$ cat src/mif_pkg.sv
// Package of offsets, bit positions, reset values and carriers for the interrupt flag and enable block
package mif_pkg;
	// Register byte addresses
	localparam logic [11:0] MIF_OFS_CTRL = 12'h000;
	localparam logic [11:0] MIF_OFS_PEN = 12'h004;
	localparam logic [11:0] MIF_OFS_PREQ = 12'h008;
	localparam logic [11:0] MIF_OFS_PINCHG = 12'h00C;
	localparam logic [11:0] MIF_OFS_CFG = 12'h010;
	localparam logic [11:0] MIF_OFS_STAT = 12'h014;
	localparam logic [11:0] MIF_OFS_MASK = 12'h018;
	localparam logic [11:0] MIF_OFS_CORE = 12'h01C;
	// Control register bit positions
	localparam int MIF_B_GLB_EN = 7;
	localparam int MIF_B_GRP_EN = 6;
	localparam int MIF_B_T0IE = 5;
	localparam int MIF_B_EXIE = 4;
	localparam int MIF_B_PCIE = 3;
	localparam int MIF_B_T0IF = 2;
	localparam int MIF_B_EXIF = 1;
	localparam int MIF_B_PCIF = 0;
	// Peripheral enable and request bit positions
	localparam int MIF_B_ADC = 6;
	localparam int MIF_B_ACC = 4;
	localparam int MIF_B_LC = 3;
	localparam int MIF_B_T2 = 1;
	localparam logic [7:0] MIF_PERIPH_MASK = 8'h5A;
	localparam logic [7:0] MIF_CTRL_WMASK = 8'hFE;
	// Reset values
	localparam logic [7:0] MIF_RST_CTRL = 8'h00;
	localparam logic [7:0] MIF_RST_PEN = 8'h00;
	localparam logic [7:0] MIF_RST_PREQ = 8'h00;
	localparam logic [3:0] MIF_RST_PINCHG = 4'h0;
	localparam logic [3:0] MIF_RST_POST = 4'h0;
	localparam logic [1:0] MIF_RST_STAT = 2'h0;
	// Config register fields
	localparam int MIF_B_EDGE = 4;
	localparam int MIF_F_POST_LSB = 0;
	// Event status bits for the bus interrupt
	localparam int MIF_S_TAKEN = 0;
	localparam int MIF_S_RETURN = 1;
	// Interrupt vector address
	localparam logic [12:0] MIF_VECTOR = 13'h0004;

	typedef struct packed {
		logic timer0_ovf;
		logic ext_pin;
		logic [3:0] pin_change;
		logic adc_done;
		logic acc_ovf;
		logic logic_cell;
		logic timer2_match;
	} mif_events_s;

	typedef struct packed {
		logic take;
		logic ret;
	} mif_core_s;
endpackage

$ cat src/mif_sync3.sv
// Three-stage synchroniser with agreement filter for a pin input
module mif_sync3 import mif_pkg::*; #(
	parameter int W = 1
) (
	input wire logic pclk, // Clock
	input wire logic presetn, // Async reset, low
	input wire logic [W-1:0] d, // Asynchronous input
	output logic [W-1:0] q // Filtered level
);
	logic [W-1:0] s1_r, s2_r, s3_r;
	logic [W-1:0] q_nxt;

	initial begin
		if (W < 1) $error("W must be at least 1");
	end

	// Output follows only when the last two stages agree
	assign q_nxt = ((s2_r ~^ s3_r) & s2_r) | ((s2_r ^ s3_r) & q);

	always_ff @(posedge pclk or negedge presetn) begin
		if (!presetn) begin
			s1_r <= '0;
			s2_r <= '0;
			s3_r <= '0;
			q <= '0;
		end else begin
			s1_r <= d;
			s2_r <= s1_r;
			s3_r <= s2_r;
			q <= q_nxt;
		end
	end
endmodule

$ cat src/mif_irq_logic.sv
// Interrupt flag, enable and core request logic with APB register access
//
// Contract
// - Global enable gates every request to core
// - Group enable gates all peripheral requests
// - Flags set regardless of any enable
// - Timer0 overflow sets flag, enable gates
// - Valid external edge sets pin flag
// - Pin-change enable gates summary flag request
// - Summary flag read-only, OR of pin flags
// - Peripheral enables for four sources
// - Conversion finish sets adc done flag
// - Accumulator overflow sets flag, software clears
// - Logic cell rising edge sets flag
// - Timer2 flag after postscaled match count
// - Unimplemented peripheral bits read zero
// - All enables and flags reset zero
// - Taking interrupt clears global enable, vectors
// - Return sets global enable again
// - Edge select picks rising or falling
module mif_irq_logic import mif_pkg::*; #(
	parameter int PIN_CHANGE_W = 4,
	parameter int POST_W = 4
) (
	input wire logic pclk, // Clock
	input wire logic presetn, // Async reset, low
	input wire logic psel, // APB select
	input wire logic penable, // APB enable
	input wire logic pwrite, // APB direction
	input wire logic [11:0] paddr, // APB byte address
	input wire logic [31:0] pwdata, // APB write data
	input wire logic [3:0] pstrb, // APB byte strobes
	output logic [31:0] prdata, // APB read data
	output logic pready, // APB ready
	output logic pslverr, // APB error
	input wire logic ext_pin, // External interrupt pin
	input wire mif_events_s events, // Same-clock event pulses
	input wire mif_core_s core, // Core take and return pulses
	output logic core_irq_req, // Request to core
	output logic core_flush, // Flush prefetch pulse
	output logic [12:0] core_vector, // Vector address
	output logic irq // Bus-side interrupt
);
	// =====================================================
	// Elaboration checks
	initial begin
		if (PIN_CHANGE_W < 1 || PIN_CHANGE_W > 4) $error("PIN_CHANGE_W out of range");
		if (POST_W < 1 || POST_W > 4) $error("POST_W out of range");
	end

	// =====================================================
	// Registers
	logic [7:0] ctrl_r, ctrl_nxt;
	logic [7:0] pen_r, pen_nxt;
	logic [7:0] preq_r, preq_nxt;
	logic [PIN_CHANGE_W-1:0] pinchg_r, pinchg_nxt;
	logic edge_sel_r, edge_sel_nxt;
	logic [POST_W-1:0] post_r, post_nxt;
	logic [POST_W-1:0] post_cnt_r, post_cnt_nxt;
	logic [1:0] stat_r, stat_nxt;
	logic [1:0] mask_r, mask_nxt;
	logic ext_prev_r;
	logic ext_level;
	logic core_irq_nxt;
	logic [31:0] rdata_nxt;
	logic slverr_nxt;

	// =====================================================
	// Pin synchroniser
	mif_sync3 #(.W(1)) u_sync (
		.pclk(pclk),
		.presetn(presetn),
		.d(ext_pin),
		.q(ext_level)
	);

	// =====================================================
	// Bus decode
	function automatic logic hit(input logic [11:0] a, input logic [11:0] ofs);
		return a == ofs;
	endfunction

	wire acc = psel && penable && pready;
	wire wr = acc && pwrite && pstrb[0];
	wire wr_ctrl = wr && hit(paddr, MIF_OFS_CTRL);
	wire wr_pen = wr && hit(paddr, MIF_OFS_PEN);
	wire wr_preq = wr && hit(paddr, MIF_OFS_PREQ);
	wire wr_pinchg = wr && hit(paddr, MIF_OFS_PINCHG);
	wire wr_cfg = wr && hit(paddr, MIF_OFS_CFG);
	wire wr_stat = wr && hit(paddr, MIF_OFS_STAT);
	wire wr_mask = wr && hit(paddr, MIF_OFS_MASK);
	wire mapped = hit(paddr, MIF_OFS_CTRL) || hit(paddr, MIF_OFS_PEN) || hit(paddr, MIF_OFS_PREQ)
		|| hit(paddr, MIF_OFS_PINCHG) || hit(paddr, MIF_OFS_CFG) || hit(paddr, MIF_OFS_STAT)
		|| hit(paddr, MIF_OFS_MASK) || hit(paddr, MIF_OFS_CORE);
	wire [7:0] wbyte = pwdata[7:0];

	// =====================================================
	// Event detection
	wire ext_edge = edge_sel_r ? (ext_level && !ext_prev_r) : (!ext_level && ext_prev_r);
	wire ext_set = ext_edge;
	wire t0_set = events.timer0_ovf;
	wire adc_set = events.adc_done;
	wire acc_set = events.acc_ovf;
	wire lc_set = events.logic_cell;
	wire post_done = post_cnt_r == post_r;
	wire t2_set = events.timer2_match && post_done;
	wire [POST_W-1:0] post_cnt_inc = post_cnt_r + 1'b1;
	assign post_cnt_nxt = wr_cfg ? '0 : (events.timer2_match ? (post_done ? '0 : post_cnt_inc) : post_cnt_r);

	// Per-pin flags: set wins over the software clear
	assign pinchg_nxt = (wr_pinchg ? (pinchg_r & wbyte[PIN_CHANGE_W-1:0]) : pinchg_r)
		| events.pin_change[PIN_CHANGE_W-1:0];
	wire pc_summary = |pinchg_r;

	// =====================================================
	// Control register
	wire take = core.take && ctrl_r[MIF_B_GLB_EN];
	wire [7:0] ctrl_wr = wr_ctrl ? ((wbyte & MIF_CTRL_WMASK) | (ctrl_r & ~MIF_CTRL_WMASK)) : ctrl_r;
	wire [7:0] ctrl_set = {5'h00, t0_set, ext_set, 1'b0} << 0;
	wire glb_en_nxt = take ? 1'b0 : (core.ret ? 1'b1 : ctrl_wr[MIF_B_GLB_EN]);
	always_comb begin
		ctrl_nxt = ctrl_wr | ctrl_set;
		ctrl_nxt[MIF_B_GLB_EN] = glb_en_nxt;
		ctrl_nxt[MIF_B_PCIF] = pc_summary;
	end

	// =====================================================
	// Peripheral registers
	assign pen_nxt = (wr_pen ? wbyte : pen_r) & MIF_PERIPH_MASK;
	wire [7:0] preq_set = {1'b0, adc_set, 1'b0, acc_set, lc_set, 1'b0, t2_set, 1'b0};
	assign preq_nxt = ((wr_preq ? wbyte : preq_r) | preq_set) & MIF_PERIPH_MASK;

	assign edge_sel_nxt = wr_cfg ? wbyte[MIF_B_EDGE] : edge_sel_r;
	assign post_nxt = wr_cfg ? wbyte[MIF_F_POST_LSB +: POST_W] : post_r;

	// =====================================================
	// Request combination
	wire core_pairs = (ctrl_r[MIF_B_T0IE] && ctrl_r[MIF_B_T0IF])
		|| (ctrl_r[MIF_B_EXIE] && ctrl_r[MIF_B_EXIF])
		|| (ctrl_r[MIF_B_PCIE] && pc_summary);
	wire periph_pairs = |(pen_r & preq_r & MIF_PERIPH_MASK);
	wire group_req = ctrl_r[MIF_B_GRP_EN] && periph_pairs;
	assign core_irq_nxt = ctrl_nxt[MIF_B_GLB_EN] && ctrl_r[MIF_B_GLB_EN] && !take
		&& (core_pairs || group_req);

	// =====================================================
	// Bus-side event status and interrupt
	wire [1:0] stat_evt = {core.ret, take};
	assign stat_nxt = (wr_stat ? (stat_r & ~wbyte[1:0]) : stat_r) | stat_evt;
	assign mask_nxt = wr_mask ? wbyte[1:0] : mask_r;

	// =====================================================
	// Read data
	wire [7:0] ctrl_rd = {ctrl_r[7:1], pc_summary};
	wire [7:0] core_rd = {6'h00, ctrl_r[MIF_B_GLB_EN], core_irq_req};
	assign rdata_nxt = !(psel && !penable && !pwrite) ? prdata :
		hit(paddr, MIF_OFS_CTRL) ? {24'h000000, ctrl_rd} :
		hit(paddr, MIF_OFS_PEN) ? {24'h000000, pen_r & MIF_PERIPH_MASK} :
		hit(paddr, MIF_OFS_PREQ) ? {24'h000000, preq_r & MIF_PERIPH_MASK} :
		hit(paddr, MIF_OFS_PINCHG) ? {{(32-PIN_CHANGE_W){1'b0}}, pinchg_r} :
		hit(paddr, MIF_OFS_CFG) ? {27'h0000000, edge_sel_r, {(4-POST_W){1'b0}}, post_r} :
		hit(paddr, MIF_OFS_STAT) ? {30'h00000000, stat_r} :
		hit(paddr, MIF_OFS_MASK) ? {30'h00000000, mask_r} :
		hit(paddr, MIF_OFS_CORE) ? {24'h000000, core_rd} : 32'h00000000;
	assign slverr_nxt = psel && !penable && !mapped;

	// =====================================================
	// State registers
	always_ff @(posedge pclk or negedge presetn) begin
		if (!presetn) begin
			ctrl_r <= MIF_RST_CTRL;
			pen_r <= MIF_RST_PEN;
			preq_r <= MIF_RST_PREQ;
			pinchg_r <= '0;
			edge_sel_r <= 1'b0;
			post_r <= '0;
			post_cnt_r <= '0;
			stat_r <= MIF_RST_STAT;
			mask_r <= MIF_RST_STAT;
			ext_prev_r <= 1'b0;
		end else begin
			ctrl_r <= ctrl_nxt;
			pen_r <= pen_nxt;
			preq_r <= preq_nxt;
			pinchg_r <= pinchg_nxt;
			edge_sel_r <= edge_sel_nxt;
			post_r <= post_nxt;
			post_cnt_r <= post_cnt_nxt;
			stat_r <= stat_nxt;
			mask_r <= mask_nxt;
			ext_prev_r <= ext_level;
		end
	end

	// Outputs
	always_ff @(posedge pclk or negedge presetn) begin
		if (!presetn) begin
			prdata <= 32'h00000000;
			pready <= 1'b0;
			pslverr <= 1'b0;
			core_irq_req <= 1'b0;
			core_flush <= 1'b0;
			core_vector <= 13'h0000;
			irq <= 1'b0;
		end else begin
			prdata <= rdata_nxt;
			pready <= psel && !penable;
			pslverr <= slverr_nxt;
			core_irq_req <= core_irq_nxt;
			core_flush <= take;
			core_vector <= MIF_VECTOR;
			irq <= |(stat_nxt & mask_nxt);
		end
	end
endmodule

$ cat config.mk
export PLATFORM = sky130hd
export DESIGN_NAME = mif_irq_logic
export DESIGN_NICKNAME = d
export VERILOG_FILES = /design/src/mif_pkg.sv /design/src/mif_sync3.sv /design/src/mif_irq_logic.sv
export SDC_FILE = /design/constraint.sdc
export NUM_CORES = 1
export LEC_CHECK = 0
export CAP_MARGIN = 30
export CORE_MARGIN = 5
export CORE_UTILIZATION = 65
export CTS_BUF_LIST = sky130_fd_sc_hd__clkbuf_4
export CTS_CLUSTER_SIZE = 28
export DETAILED_ROUTE_END_ITERATION = 12
export DONT_BUFFER_PORTS = 1
export PLACE_DENSITY = 0.89
export SETUP_SLACK_MARGIN = 0.5
export SYNTH_ARGS = -nofsm -noshare
export SYNTH_HDL_FRONTEND = slang
export SYNTH_SLANG_ARGS = --single-unit
$ cat constraint.sdc
create_clock -name pclk -period 3.7 [get_ports pclk]
set_clock_uncertainty 0.2 [all_clocks]
set_input_delay 0.185 -clock pclk [delete_from_list [all_inputs] [get_ports pclk]]
set_output_delay 0.185 -clock pclk [all_outputs]
set_load 0.02 [all_outputs]
==> results.cfg <==
[worst_setup_path]
cp_common_cell = dlygate4sd3_1
worstPathMaxFanout = 8
crit_type = in2reg
crit_chain = dlygate4sd3_1, nor4_4, dlygate4sd3_1, buf_4, nand3_4, nor3_1, nor2_1, dlygate4sd3_1
required_ns = 3.76
start_kind = input pin
arrival_ns = 3.12
critPathMaxStageDelay_ns = 0.66
critPathCaptureType = flip-flop
slowest_stage = dlygate4sd3_1

[detailed_routing]
dr.pass1.iters = 4
drt_iter0_drc = 135
ant_nets = 0
vias = 1954
drc = 0
viasPerCell = 5.647
wl_per_cell_um = 17.62
wirelength_um = 6096

[status]
outcome = finished clean

[synthesis]
ys_async_sr_fraction = 1.000
ys_warn_count = 0
ys.flop_type = dfrtp_1
synth_top_area_share = 0.4679
yosysTopAreaCell = dfrtp_1
ys_types = 55
synth_edf_count = 0
syn_area_um2 = 2728
seq_area_frac_synth = 0.4679
yosys_register_bits = 51
synth.area.top_cells = dfrtp_1 (47%), buf_4 (9.9%), mux2_1 (3.7%), mux2i_1 (3.3%), nand2_1 (3.0%)
syn_inst = 255
syn_avg_cell_area_um2 = 10.70

[floorplanning]
num_io_pins = 116
die_area_um2 = 5592
initial_core_util = 0.6770
die_h_um = 74.78
fp.coreArea_um2 = 4029
rows = 23
die_width_um = 74.78

[sta]
worst_slew_pin_slew_ns = 0.5668
rsz0062_at_grt = false
setup_violations = 0
max_freq_mhz = 327.1
slew_headroom = 0.6209
period_share = 0.8262
fin_crit_ns = 3.057
finalHoldViolCount = 0
timing.setup.tns_ns = 0
slew_violations = 0
finalWorstSetupSlack_ns = 0.6432

[global_routing]
grt_usage = 0.2282
antenna_found_initial = 0
grt_max_degree = 52
grt_overflow = 0
grt_pass1_wl_um = 9570
first_global_vias = 1995

[min_path]
hp-class = in2reg

[pwr]
p_leak_uw = 0.001452
fin_total_pwr_uw = 1045
ir_drop_mv = 0.2926
power_density_nw_per_um2 = 336.2

[place]
place_area_um2 = 2624
portBuffers = 0
place.gp.congestion = 0.8531
dp_hpwl_um = 4024
dp_slack_ns = 1.410

[finish]
area_growth_pct = 13.99
nFillCells = 258
finalNetCount = 363
stdcell_area_um2 = 3109
antenna_cells = 0
utilization = 0.7717
drive_gt1_frac = 0.08446

[clocking]
post-cts-setup-buffer-count = 0
cts_root_buf = clkbuf_4
clk_pin_slew_ns = 0.13
cts.sinks = 51
cts_made_buffers = 5
cts_tree = yes
insertion_delay_ns = 0.37
htree_num_levels = 2
cts_max_path_buffers = 2

[run]
timing.max_cap.violations = 0
cell families after synthesis:
| kind of cell | after synthesis | share of synthesized area |
|---|---|---|
| multiplexers | 26 | 0.1087 |
| buffers and inverters | 49 | 0.1202 |
| other | 2 | 0.002753 |
| XOR/XNOR | 7 | 0.02248 |
| adder cells (fa/ha/maj) | 2 | 0.009173 |
| flip-flops | 51 | 0.4679 |
| AND/OR/NAND/NOR | 81 | 0.1775 |
| AO/OA/AOI/OAI | 37 | 0.09128 |
path summary, 6_finish.rpt:
kind | startpoint | endpoint | slack [ns] | cells past startpoint
min in group asynchronous | presetn | preq_r[3] | 0.13 | 2
worst max register to register | pready | pen_r[4] | 1.05 | 7
worst min-delay path | paddr[4] | prdata[0] | 0.002 | 4
max in group asynchronous | presetn | core_vector[2] | 2.95 | 2
worst max-delay path | paddr[11] | core_irq_req | 0.64 | 8
worst min register to register | u_sync.s1_r | u_sync.s2_r | 0.17 | 0
worst max-delay path: cells and delay by family:
family	cells	cell delay (ns)
buffers and inverters	4	1.99
and+or+nand+nor	4	0.93
cells in the mapped netlist, types with 5 or more instances:
master,instances
a21oi_1,5
buf_4,36
dfrtp_1,51
mux2_1,9
mux2_2,6
mux2i_1,9
nand2_1,22
nand2b_1,7
nor2_1,16
nor3_1,8
o21ai_0,9
o31ai_1,6
xor2_1,5
flip-flops by register name, indices dropped and copies added (netlist names), 2 cells and up:
| register | flops |
|---|---|
| ctrl_r | 7 |
| pinchg_r | 4 |
| mask_r | 2 |
| pen_r | 4 |
| preq_r | 4 |
| stat_r | 2 |
| post_r | 4 |
| post_cnt_r | 4 |
| prdata | 8 |
per-stage QoR:
step,hold slack [ns],cells
after floorplan,-0.3106,290
after global placement,-0.3094,297
after detailed placement,-0.3096,297
after CTS,0.003003,346
after global routing,0.006003,346
final,0.001795,346
cell type report:
type / instances / area, um^2 / share of cell area
sequential: 51 / 1276 / 0.4105
multi-input combinational: 190 / 1255 / 0.4036
timing repair buffer: 43 / 442.9 / 0.1425
tap: 50 / 62.56 / 0.02012
clock buffer: 6 / 45.04 / 0.01449
inverter: 4 / 15.01 / 0.004829
clock inverter: 2 / 12.51 / 0.004024
power breakdown:
part | leakage (uW) | total [uW] | switching (uW) | internal [uW]
registers | 0.000627 | 619 | 33.2 | 586
clock network | 0.0000333 | 250 | 168 | 81.4
logic | 0.000792 | 177 | 103 | 73.8
metal layers:
| layer | vias to the layer above | global-route usage | share of wire |
|---|---|---|---|
| met2 | 94 | 0.3951 | 0.51 |
| met5 | - | 0 | 0 |
| met1 | 951 | 0.2893 | 0.39 |
| met4 | 0 | 0.05336 | 0.0074 |
| li1 | 900 | - | - |
| met3 | 9 | 0.05741 | 0.096 |
cells in the final DEF (no fill, tap or decap), drive strengths merged, types with 3 or more instances in the layout:
cell	Yosys	final
clkbuf	4	6
a21oi	5	5
mux2	16	16
nand4	3	3
nand3b	3	3
nand2b	7	7
xor2	5	5
dfrtp	51	51
or4	3	3
o21ai	10	10
nor2	16	16
nor2b	4	4
nand2	22	22
o31ai	6	6
mux2i	9	9
nor3	8	8
buf	41	3
dlygate4sd3	0	40
conb	2	37
nand3	5	5
inv	4	4
repair_timing:
item                                   CTS  global route
hold buffers                            41             0
endpoints found under the hold margin   97             0
resized for setup                        0             0
Note: power is estimated with default switching activity, not from simulation.
